===== src/ccs_pkg.sv =====
// constants shared by the clocked serial channel design
// assumes a single aclk domain; offsets are AXI4-Lite byte addresses
package ccs_pkg;

  // ------------------------------------------------------------
  // register byte offsets
  // ------------------------------------------------------------
  localparam int ADDR_W = 8;
  localparam logic [7:0] OFF_TX = 8'h00;
  localparam logic [7:0] OFF_RX = 8'h04;
  localparam logic [7:0] OFF_BRG = 8'h08;
  localparam logic [7:0] OFF_MODE = 8'h0C;
  localparam logic [7:0] OFF_CTLA = 8'h10;
  localparam logic [7:0] OFF_CTLB = 8'h14;
  localparam logic [7:0] OFF_SHARED_SERIAL_CONTROL = 8'h18;

  // ------------------------------------------------------------
  // field positions
  // ------------------------------------------------------------
  localparam int CKSRC_BIT = 3;
  localparam int SHIFT_REGISTER_EMPTY_FLAG_BIT = 3;
  localparam int OD_BIT = 5;
  localparam int CPOL_BIT = 6;
  localparam int MSB_BIT = 7;
  localparam int TE_BIT = 0;
  localparam int TI_BIT = 1;
  localparam int RE_BIT = 2;
  localparam int RI_BIT = 3;
  localparam int IRS_BIT = 0;
  localparam int CRX_BIT = 2;
  localparam int OVR_BIT = 12;
  localparam int FER_BIT = 13;
  localparam int PER_BIT = 14;
  localparam int SUM_BIT = 15;

  // ------------------------------------------------------------
  // encodings and counts
  // ------------------------------------------------------------
  localparam logic [2:0] MODE_OFF = 3'h0;
  localparam logic [2:0] MODE_SYNC = 3'h1;
  localparam logic [1:0] SRC_F1 = 2'h0;
  localparam logic [1:0] SRC_F8 = 2'h1;
  localparam logic [2:0] PRE8_LAST = 3'h7;
  localparam logic [4:0] PRE32_LAST = 5'h1F;
  localparam logic [2:0] LAST_BIT = 3'h7;
  localparam logic [2:0] OVR_BIT_IDX = 3'h6;
  localparam logic [1:0] RESP_OKAY = 2'h0;
  localparam logic [1:0] RESP_SLVERR = 2'h2;

  // ------------------------------------------------------------
  // reset values
  // ------------------------------------------------------------
  localparam logic RST_TI = 1'b1;
  localparam logic RST_SHIFT_REGISTER_EMPTY_FLAG = 1'b1;
  localparam logic RST_LINE = 1'b1;

  typedef enum logic [1:0]
  {
    PH_OFF = 2'b00,
    PH_IDLE = 2'b01,
    PH_SHIFT = 2'b11
  } ccs_phase_e;

endpackage : ccs_pkg


===== src/ccs_channel.sv =====
// clock-synchronous serial channel with AXI4-Lite register slave
// assumes one aclk domain; pins are synchronised inside
module ccs_channel
  import ccs_pkg::*;
(
  // clock and reset
  input logic aclk,
  input logic aresetn,
  // axi write address
  input logic s_axi_awvalid,
  output logic s_axi_awready,
  input logic [ADDR_W-1:0] s_axi_awaddr,
  // axi write data
  input logic s_axi_wvalid,
  output logic s_axi_wready,
  input logic [31:0] s_axi_wdata,
  input logic [3:0] s_axi_wstrb,
  // axi write response
  output logic s_axi_bvalid,
  input logic s_axi_bready,
  output logic [1:0] s_axi_bresp,
  // axi read address
  input logic s_axi_arvalid,
  output logic s_axi_arready,
  input logic [ADDR_W-1:0] s_axi_araddr,
  // axi read data
  output logic s_axi_rvalid,
  input logic s_axi_rready,
  output logic [31:0] s_axi_rdata,
  output logic [1:0] s_axi_rresp,
  // serial pins
  output logic serial_data_out,
  output logic serial_data_out_oe,
  input logic serial_data_in,
  input logic transfer_clock_pin_in,
  output logic transfer_clock_pin_out,
  output logic transfer_clock_pin_oe,
  // request pulses
  output logic tx_irq_req,
  output logic rx_irq_req
);

  typedef struct packed {
    logic awready;
    logic wready;
    logic bvalid;
    logic [1:0] bresp;
    logic arready;
    logic rvalid;
    logic [1:0] rresp;
    logic [31:0] rdata;
    logic aw_have;
    logic w_have;
    logic [ADDR_W-1:0] awaddr;
    logic [7:0] wdata;
    logic wlane;
    logic [2:0] mode;
    logic cksrc;
    logic [1:0] divsel;
    logic od;
    logic cpol;
    logic msb;
    logic te;
    logic ti;
    logic re;
    logic ri;
    logic irs;
    logic crx;
    logic [7:0] txbuf;
    logic [7:0] rxbuf;
    logic [7:0] brg;
    logic ovr;
    logic framing_error_flag;
    logic per;
    logic shift_register_empty_flag;
    ccs_phase_e phase;
    logic [7:0] sh;
    logic [2:0] bits;
    logic txbit;
    logic sclk;
    logic ext_prev;
    logic txd_o;
    logic txd_oe;
    logic sclk_o;
    logic sclk_oe;
    logic tx_irq;
    logic rx_irq;
  } ccs_state_s;

  localparam ccs_state_s ST_RST = '{
    ti: RST_TI, shift_register_empty_flag: RST_SHIFT_REGISTER_EMPTY_FLAG, txbit: RST_LINE, sclk: RST_LINE,
    txd_o: RST_LINE, sclk_o: RST_LINE, phase: PH_OFF, default: '0};

  ccs_state_s r_reg;
  ccs_state_s r_next;
  logic [1:0] pins_q;
  logic brg_run;
  logic brg_tick;
  logic sync_mode;
  logic idle_lvl;
  logic edge_c;
  logic lead_c;
  logic drive_c;
  logic samp_c;
  logic start_c;
  logic done_c;
  logic store_c;
  logic wr_go;
  logic wr_hit;
  logic rd_go;
  logic rd_hit;
  logic rd_rx;
  logic [31:0] rd_data;
  logic [7:0] sh_in;

  // ------------------------------------------------------------
  // clock generation and pin synchronisers
  // ------------------------------------------------------------
  assign brg_run = (r_reg.phase == PH_SHIFT) && !r_reg.cksrc;

  ccs_brg u_brg (
    .aclk(aclk),
    .aresetn(aresetn),
    .run(brg_run),
    .src_sel(r_reg.divsel),
    .divisor(r_reg.brg),
    .tick(brg_tick)
  );

  ccs_sync3 #(.W(2)) u_sync (
    .aclk(aclk),
    .aresetn(aresetn),
    .d({transfer_clock_pin_in, serial_data_in}),
    .q(pins_q)
  );

  // ------------------------------------------------------------
  // next state
  // ------------------------------------------------------------
  always_comb
  begin
    r_next = r_reg;
    rd_data = '0;
    rd_hit = 1'b1;
    edge_c = 1'b0;
    lead_c = 1'b0;
    drive_c = 1'b0;
    samp_c = 1'b0;
    start_c = 1'b0;
    done_c = 1'b0;
    store_c = 1'b0;
    sync_mode = (r_reg.mode == MODE_SYNC);
    idle_lvl = ~r_reg.cpol;
    r_next.tx_irq = 1'b0;
    r_next.rx_irq = 1'b0;
    // write channels taken in either order
    if (s_axi_awvalid && r_reg.awready)
    begin
      r_next.aw_have = 1'b1;
      r_next.awaddr = s_axi_awaddr;
    end
    if (s_axi_wvalid && r_reg.wready)
    begin
      r_next.w_have = 1'b1;
      r_next.wdata = s_axi_wdata[7:0];
      r_next.wlane = s_axi_wstrb[0];
    end
    if (r_reg.bvalid && s_axi_bready)
      r_next.bvalid = 1'b0;
    wr_go = r_next.aw_have && r_next.w_have && !r_reg.bvalid;
    wr_hit = (r_next.awaddr == OFF_TX) || (r_next.awaddr == OFF_RX)
      || (r_next.awaddr == OFF_BRG) || (r_next.awaddr == OFF_MODE)
      || (r_next.awaddr == OFF_CTLA) || (r_next.awaddr == OFF_CTLB)
      || (r_next.awaddr == OFF_SHARED_SERIAL_CONTROL);
    if (wr_go)
    begin
      r_next.aw_have = 1'b0;
      r_next.w_have = 1'b0;
      r_next.bvalid = 1'b1;
      r_next.bresp = wr_hit ? RESP_OKAY : RESP_SLVERR;
    end
    // read decode
    if (r_reg.rvalid && s_axi_rready)
      r_next.rvalid = 1'b0;
    rd_go = s_axi_arvalid && r_reg.arready;
    if (s_axi_araddr == OFF_TX)
      rd_data = '0;
    else if (s_axi_araddr == OFF_RX)
    begin
      rd_data[7:0] = r_reg.rxbuf;
      rd_data[OVR_BIT] = r_reg.ovr;
      rd_data[FER_BIT] = r_reg.framing_error_flag;
      rd_data[PER_BIT] = r_reg.per;
      rd_data[SUM_BIT] = r_reg.ovr | r_reg.framing_error_flag | r_reg.per;
    end
    else if (s_axi_araddr == OFF_BRG)
      rd_data[7:0] = r_reg.brg;
    else if (s_axi_araddr == OFF_MODE)
    begin
      rd_data[2:0] = r_reg.mode;
      rd_data[CKSRC_BIT] = r_reg.cksrc;
    end
    else if (s_axi_araddr == OFF_CTLA)
    begin
      rd_data[1:0] = r_reg.divsel;
      rd_data[SHIFT_REGISTER_EMPTY_FLAG_BIT] = r_reg.shift_register_empty_flag;
      rd_data[OD_BIT] = r_reg.od;
      rd_data[CPOL_BIT] = r_reg.cpol;
      rd_data[MSB_BIT] = r_reg.msb;
    end
    else if (s_axi_araddr == OFF_CTLB)
    begin
      rd_data[TE_BIT] = r_reg.te;
      rd_data[TI_BIT] = r_reg.ti;
      rd_data[RE_BIT] = r_reg.re;
      rd_data[RI_BIT] = r_reg.ri;
    end
    else if (s_axi_araddr == OFF_SHARED_SERIAL_CONTROL)
    begin
      rd_data[IRS_BIT] = r_reg.irs;
      rd_data[CRX_BIT] = r_reg.crx;
    end
    else
      rd_hit = 1'b0;
    rd_rx = rd_go && (s_axi_araddr == OFF_RX);
    if (rd_go)
    begin
      r_next.rvalid = 1'b1;
      r_next.rdata = rd_data;
      r_next.rresp = rd_hit ? RESP_OKAY : RESP_SLVERR;
    end
    // read side effects, before hardware sets
    if (rd_rx)
    begin
      r_next.ri = 1'b0;
      r_next.framing_error_flag = 1'b0;
      r_next.per = 1'b0;
    end
    if ((r_reg.mode == MODE_OFF) || !r_reg.re)
    begin
      r_next.ovr = 1'b0;
      r_next.framing_error_flag = 1'b0;
      r_next.per = 1'b0;
    end
    // transfer clock edges
    r_next.ext_prev = pins_q[1];
    if (r_reg.cksrc)
    begin
      edge_c = (pins_q[1] != r_reg.ext_prev);
      lead_c = (r_reg.ext_prev == idle_lvl);
    end
    else if (brg_tick)
    begin
      edge_c = 1'b1;
      lead_c = (r_reg.sclk == idle_lvl);
      r_next.sclk = ~r_reg.sclk;
    end
    sh_in = r_reg.msb ? {r_reg.sh[6:0], pins_q[0]} : {pins_q[0], r_reg.sh[7:1]};
    // frame sequencer
    case (r_reg.phase)
      PH_OFF:
      begin
        r_next.txbit = RST_LINE;
        if (sync_mode)
          r_next.phase = PH_IDLE;
      end
      PH_IDLE:
      begin
        r_next.txbit = RST_LINE;
        if (!sync_mode)
          r_next.phase = PH_OFF;
        else if (r_reg.te && !r_reg.ti)
        begin
          start_c = 1'b1;
          r_next.phase = PH_SHIFT;
          r_next.sh = r_reg.txbuf;
          r_next.ti = 1'b1;
          r_next.shift_register_empty_flag = 1'b0;
          r_next.bits = '0;
          r_next.tx_irq = !r_reg.irs;
        end
      end
      PH_SHIFT:
      begin
        drive_c = edge_c && lead_c;
        samp_c = edge_c && !lead_c;
        if (!sync_mode)
        begin
          r_next.phase = PH_OFF;
          r_next.shift_register_empty_flag = 1'b1;
        end
        else if (drive_c)
          r_next.txbit = r_reg.msb ? r_reg.sh[7] : r_reg.sh[0];
        else if (samp_c)
        begin
          r_next.sh = sh_in;
          r_next.bits = r_reg.bits + 3'h1;
          if ((r_reg.bits == OVR_BIT_IDX) && r_reg.re && r_next.ri)
            r_next.ovr = 1'b1;
          if (r_reg.bits == LAST_BIT)
          begin
            done_c = 1'b1;
            r_next.phase = PH_IDLE;
            r_next.shift_register_empty_flag = 1'b1;
            r_next.tx_irq = r_reg.irs;
            if (r_reg.re)
            begin
              store_c = 1'b1;
              r_next.rxbuf = sh_in;
              if (!r_next.ovr)
              begin
                r_next.ri = 1'b1;
                r_next.rx_irq = 1'b1;
              end
            end
          end
        end
      end
      default:
        r_next.phase = PH_OFF;
    endcase
    if (r_next.phase != PH_SHIFT)
      r_next.sclk = idle_lvl;
    // continuous receive re-arm and register writes
    if (rd_rx && r_reg.crx)
      r_next.ti = 1'b0;
    if (wr_go && r_next.wlane)
    begin
      if (r_next.awaddr == OFF_TX)
      begin
        r_next.txbuf = r_next.wdata;
        r_next.ti = 1'b0;
      end
      else if (r_next.awaddr == OFF_BRG)
        r_next.brg = r_next.wdata;
      else if (r_next.awaddr == OFF_MODE)
      begin
        r_next.mode = r_next.wdata[2:0];
        r_next.cksrc = r_next.wdata[CKSRC_BIT];
      end
      else if (r_next.awaddr == OFF_CTLA)
      begin
        r_next.divsel = r_next.wdata[1:0];
        r_next.od = r_next.wdata[OD_BIT];
        r_next.cpol = r_next.wdata[CPOL_BIT];
        r_next.msb = r_next.wdata[MSB_BIT];
      end
      else if (r_next.awaddr == OFF_CTLB)
      begin
        r_next.te = r_next.wdata[TE_BIT];
        r_next.re = r_next.wdata[RE_BIT];
      end
      else if (r_next.awaddr == OFF_SHARED_SERIAL_CONTROL)
      begin
        r_next.irs = r_next.wdata[IRS_BIT];
        r_next.crx = r_next.wdata[CRX_BIT];
      end
    end
    r_next.awready = !r_next.aw_have && !r_next.bvalid;
    r_next.wready = !r_next.w_have && !r_next.bvalid;
    r_next.arready = !r_next.rvalid;
    // pin drivers
    if (r_next.mode != MODE_SYNC)
    begin
      r_next.txd_o = RST_LINE;
      r_next.txd_oe = 1'b0;
    end
    else if (r_next.od)
    begin
      r_next.txd_o = 1'b0;
      r_next.txd_oe = !r_next.txbit;
    end
    else
    begin
      r_next.txd_o = r_next.txbit;
      r_next.txd_oe = 1'b1;
    end
    r_next.sclk_o = r_next.sclk;
    r_next.sclk_oe = (r_next.mode == MODE_SYNC) && !r_next.cksrc;
  end

  always_ff @(posedge aclk)
  begin
    if (!aresetn)
      r_reg <= ST_RST;
    else
      r_reg <= r_next;
  end

  // ------------------------------------------------------------
  // outputs
  // ------------------------------------------------------------
  assign s_axi_awready = r_reg.awready;
  assign s_axi_wready = r_reg.wready;
  assign s_axi_bvalid = r_reg.bvalid;
  assign s_axi_bresp = r_reg.bresp;
  assign s_axi_arready = r_reg.arready;
  assign s_axi_rvalid = r_reg.rvalid;
  assign s_axi_rdata = r_reg.rdata;
  assign s_axi_rresp = r_reg.rresp;
  assign serial_data_out = r_reg.txd_o;
  assign serial_data_out_oe = r_reg.txd_oe;
  assign transfer_clock_pin_out = r_reg.sclk_o;
  assign transfer_clock_pin_oe = r_reg.sclk_oe;
  assign tx_irq_req = r_reg.tx_irq;
  assign rx_irq_req = r_reg.rx_irq;
endmodule : ccs_channel


===== src/ccs_sync3.sv =====
// three-stage pin synchroniser with agreement filter
// assumes asynchronous inputs; output is a settled level in aclk
module ccs_sync3
  import ccs_pkg::*;
#(
  parameter int W = 2
)
(
  // clock and reset
  input logic aclk,
  input logic aresetn,
  // pins
  input logic [W-1:0] d,
  output logic [W-1:0] q
);

  typedef struct packed {
    logic [W-1:0] s1;
    logic [W-1:0] s2;
    logic [W-1:0] s3;
    logic [W-1:0] lvl;
  } ccs_sync_s;

  ccs_sync_s r_reg;
  ccs_sync_s r_next;
  logic [W-1:0] agree;

  // ------------------------------------------------------------
  // level accepted once stages two and three agree
  // ------------------------------------------------------------
  always_comb
  begin
    agree = ~(r_reg.s2 ^ r_reg.s3);
    r_next.s1 = d;
    r_next.s2 = r_reg.s1;
    r_next.s3 = r_reg.s2;
    r_next.lvl = (agree & r_reg.s3) | (~agree & r_reg.lvl);
  end

  always_ff @(posedge aclk)
  begin
    if (!aresetn)
      r_reg <= '0;
    else
      r_reg <= r_next;
  end

  assign q = r_reg.lvl;

endmodule : ccs_sync3


===== src/ccs_brg.sv =====
// prescaler and bit-rate divider for the transfer clock
// assumes run is held for the whole frame; tick marks a half period
module ccs_brg
  import ccs_pkg::*;
(
  // clock and reset
  input logic aclk,
  input logic aresetn,
  // control
  input logic run,
  input logic [1:0] src_sel,
  input logic [7:0] divisor,
  // half-period strobe
  output logic tick
);

  typedef struct packed {
    logic [4:0] pre;
    logic [7:0] cnt;
    logic tick;
  } ccs_brg_s;

  ccs_brg_s r_reg;
  ccs_brg_s r_next;
  logic pre_tick;

  // ------------------------------------------------------------
  // f1 / f8 / f32 then divide by n+1 per half period
  // ------------------------------------------------------------
  always_comb
  begin
    r_next = r_reg;
    r_next.pre = r_reg.pre + 5'h01;
    r_next.tick = 1'b0;
    if (src_sel == SRC_F1)
      pre_tick = 1'b1;
    else if (src_sel == SRC_F8)
      pre_tick = (r_reg.pre[2:0] == PRE8_LAST);
    else
      pre_tick = (r_reg.pre == PRE32_LAST);
    if (!run)
      r_next.cnt = '0;
    else if (pre_tick)
    begin
      if (r_reg.cnt == divisor)
      begin
        r_next.cnt = '0;
        r_next.tick = 1'b1;
      end
      else
        r_next.cnt = r_reg.cnt + 8'h01;
    end
  end

  always_ff @(posedge aclk)
  begin
    if (!aresetn)
      r_reg <= '0;
    else
      r_reg <= r_next;
  end

  assign tick = r_reg.tick;

endmodule : ccs_brg


===== config.mk =====
export PLATFORM = sky130hd
export DESIGN_NAME = ccs_channel
export DESIGN_NICKNAME = d
export VERILOG_FILES = /design/src/ccs_pkg.sv /design/src/ccs_channel.sv /design/src/ccs_sync3.sv /design/src/ccs_brg.sv
export SDC_FILE = /design/constraint.sdc
export NUM_CORES = 1
export LEC_CHECK = 0
export ABC_AREA = 0
export BUFFER_PORTS_ARGS = -buffer_cell sky130_fd_sc_hd__buf_4
export CAP_MARGIN = 15
export CORE_ASPECT_RATIO = 0.9
export CORE_MARGIN = 1.5
export CORE_UTILIZATION = 25
export CTS_CLUSTER_SIZE = 16
export DETAILED_ROUTE_END_ITERATION = 7
export GPL_ROUTABILITY_DRIVEN = 0
export HOLD_SLACK_MARGIN = 0.15
export RECOVER_POWER = 100
export SETUP_SLACK_MARGIN = 0.05
export SYNTH_ARGS = -nofsm -noshare
export SYNTH_HDL_FRONTEND = slang
export SYNTH_HIERARCHICAL = 1
export SYNTH_SLANG_ARGS = --single-unit

===== constraint.sdc =====
create_clock -name aclk -period 5.15 [get_ports aclk]
set_input_delay 0 -clock aclk [delete_from_list [all_inputs] [get_ports aclk]]
set_output_delay 0 -clock aclk [all_outputs]
set_load 0.02 [all_outputs]

==> flow_metrics.env <==
export IMPL_synth_warnings=6
export IMPL_rows=52
export IMPL_violations_in_the_final_reports="max-capacitance violations, max-slew violations"
export IMPL_worst_slew_margin_rel=-0.507
export IMPL_count_of_final_hold_check_violations=0
export IMPL_postLayoutSetupSlackWorst_ps=1870
export IMPL_placeableCoreArea_um2=22500
export IMPL_grtUsageTotal=0.127
export IMPL_synth_edff_count=0
export IMPL_grt_pass1_vias=4494
export IMPL_synth_distinct_cells=78
export IMPL_cp_data_required_time_ps=5480
export IMPL_worst_pin_slew_ps=2260
export IMPL_synth_async_reset_ratio=0
export IMPL_cts_path_max_buffers=2
export IMPL_cts_made_buffers=17
export IMPL_outcome="finished with violations"
export IMPL_rsz0062_at_grt="false"
export IMPL_h_tree_depth=4
export IMPL_total_of_endpoints_with_negative_setup_slack_in_the_final_report=0
export IMPL_layout_drive_gt1_share=0.159
export IMPL_ioPinCount=108
export IMPL_drt_antenna_violating_nets=0
export IMPL_layout_nets=781
export IMPL_setup_total_negative_slack_ps=0
export IMPL_timing_worst_setup_path_type="primary input to flop"
export IMPL_die_y_um=147
export IMPL_root_buffer="sky130_fd_sc_hd__clkbuf_16"
export IMPL_layoutNonFillerInstCount=1022
export IMPL_postSynthRegisterBits=119
export IMPL_crit_path_end_kind="flop"
export IMPL_p_leak_nw=2.67
export IMPL_worst_ep_arrival_time_ps=3610
export IMPL_antenna_found_initial=0
export IMPL_antenna_cells=0
export IMPL_netlist_area_um2=5750
export IMPL_syn_avg_cell_area_um2=9.05
export IMPL_wire_length_of_the_first_global_routing_pass_um=23700
export IMPL_drv_cap=2
export IMPL_worst_setup_start_kind="primary input"
export IMPL_fin_crit_ps=3280
export IMPL_avgRoutedWirePerCell_um=14.5
export IMPL_num_vias=4859
export IMPL_fin_worst_skew_ps=10.5
export IMPL_power_density_nw_per_um2=326
export IMPL_cts_clk_slew_worst_paths_ps=50
export IMPL_place_ws_ps=2710
export IMPL_placed_cells=945
export IMPL_first_pass_iters=5
export IMPL_overflow=0
export IMPL_synth_yosys_seq_area_share=0.414
export IMPL_post_cts_resized_instances=0
export IMPL_slew_viol_final=62
export IMPL_die_area_um2=23900
export IMPL_finalWirelength_um=14800
export IMPL_final_hold_worst_slack_ps=169
export IMPL_drt_iter0_drc=513
export IMPL_num_fill_cells=2397
export IMPL_largest_reg_flops=75
export IMPL_die_w_um=163
export IMPL_post_drt_via_cell_ratio=4.75
export IMPL_min_delay_path_class="primary input to flop"
export IMPL_area_delta_synth_final_pct=24.9
export IMPL_dpl_hpwl_um=10100
export IMPL_timing_critical_path_fanout_max=52
export IMPL_finalCoreUtilization=0.319
export IMPL_clkLatencyLatePin_ps=420
export IMPL_floorplan_initialDensity=0.255
export IMPL_clock_tree_from_tritoncts="done"
export IMPL_period_share=0.637
export IMPL_synthesized_netlist_cell_count=635
export IMPL_setup_reg_to_reg_worst_slack_ps=2240
export IMPL_remaining_drcs=0
export IMPL_port_buffers=56
export IMPL_synth_flop_cell="sky130_fd_sc_hd__dfxtp_1"
export IMPL_vdd_ir_drop_max_v=0.000225
export IMPL_maxClockFrequency_mhz=305
export IMPL_clkSinkCount=119
export IMPL_maximum_number_of_pins_on_one_net_before_global_route_repair=60
[final timing paths]
check | startpoint | cells past startpoint | endpoint
worst max-delay path | aresetn | 4 | u_brg/r_reg[4]
worst min-delay path | s_axi_araddr[7] | 5 | s_axi_rdata[6]
worst max register to register | u_brg/r_reg[9] | 6 | u_brg/r_reg[2]
worst min register to register | u_sync/r_next[5] | 1 | u_sync/r_next[3]
[final cells by class]
cell class | count | area, µm² | area share
clock buffer | 24 | 522 | 0.0727
clock inverter | 7 | 90.1 | 0.0125
inverter | 12 | 45.0 | 0.00627
multi-input combinational | 458 | 2960 | 0.412
sequential | 119 | 2380 | 0.332
tap | 297 | 372 | 0.0518
timing repair buffer | 105 | 812 | 0.113
[where the power goes]
group	switching (mW)	internal [mW]	leakage [nW]	total, mW
logic	0.110	0.0753	1.41	0.185
clock network	0.412	0.796	0.300	1.21
registers	0.0114	0.939	0.964	0.950
[per-layer routing]
| metal | global-route usage | share of wire | up-vias |
|---|---|---|---|
| li1 | - | - | 2400 |
| met2 | 0.188 | 0.44 | 133 |
| met4 | 0.0482 | 0.015 | 0 |
| met1 | 0.175 | 0.49 | 2307 |
| met3 | 0.0361 | 0.054 | 19 |
| met5 | 0 | 0 | - |
[synth_stat cells, drive strengths merged (10+ instances only)]
library cell  number  share of area
nor2              41          0.029
buf               50          0.063
dfxtp            119           0.41
o31ai             12          0.016
nor4              10          0.016
a22oi             10          0.013
and2              20          0.023
mux2              19          0.038
inv               12         0.0078
clkbuf            19          0.012
a21oi             57          0.050
nand2             45          0.030
o21ai             38          0.034
mux2i             20          0.037
nand3             27          0.026
nor3              23          0.021
[cells by family after synthesis]
logic type,Yosys count,synth area share
AOI/OAI and AO/OA,155,0.174
xor gates and xnor gates,14,0.0213
adders and majority gates,7,0.0152
buffers and inverters,81,0.0834
DFF,119,0.414
muxes,39,0.0749
other,1,0.000652
and+or+nand+nor,219,0.216
[cell usage in the layout, fill, tap and decap left out, types with 17 or more instances in the layout]
cell / instances
sky130_fd_sc_hd__dfxtp_1: 119
sky130_fd_sc_hd__a21oi_1: 56
sky130_fd_sc_hd__nand2_1: 44
sky130_fd_sc_hd__dlygate4sd3_1: 44
sky130_fd_sc_hd__nor2_1: 39
sky130_fd_sc_hd__o21ai_0: 36
sky130_fd_sc_hd__buf_4: 35
sky130_fd_sc_hd__nand3_1: 26
sky130_fd_sc_hd__conb_1: 24
sky130_fd_sc_hd__clkbuf_1: 24
sky130_fd_sc_hd__nor3_1: 22
sky130_fd_sc_hd__mux2i_1: 19
sky130_fd_sc_hd__mux2_2: 18
sky130_fd_sc_hd__clkbuf_16: 17
[critical path: stages]
cell,delay [ps]
sky130_fd_sc_hd__dlygate4sd3_1,520
sky130_fd_sc_hd__clkbuf_1,1590
sky130_fd_sc_hd__o311ai_0,1110
sky130_fd_sc_hd__a21oi_1,330
[what timing repair did]
action	4_1_cts	5_1_grt
buffers inserted	0	0
endpoints found under the hold margin	83	0
hold buffers	44	0
[metrics by stage]
stage	power (mW)	cell area, µm²
floorplan	1.09	5830
global placement	1.13	6220
detailed placement	1.13	6220
CTS	2.37	7270
global route	2.43	7180
finish	2.34	7180
No activity file was read; power rests on OpenSTA's default activity.
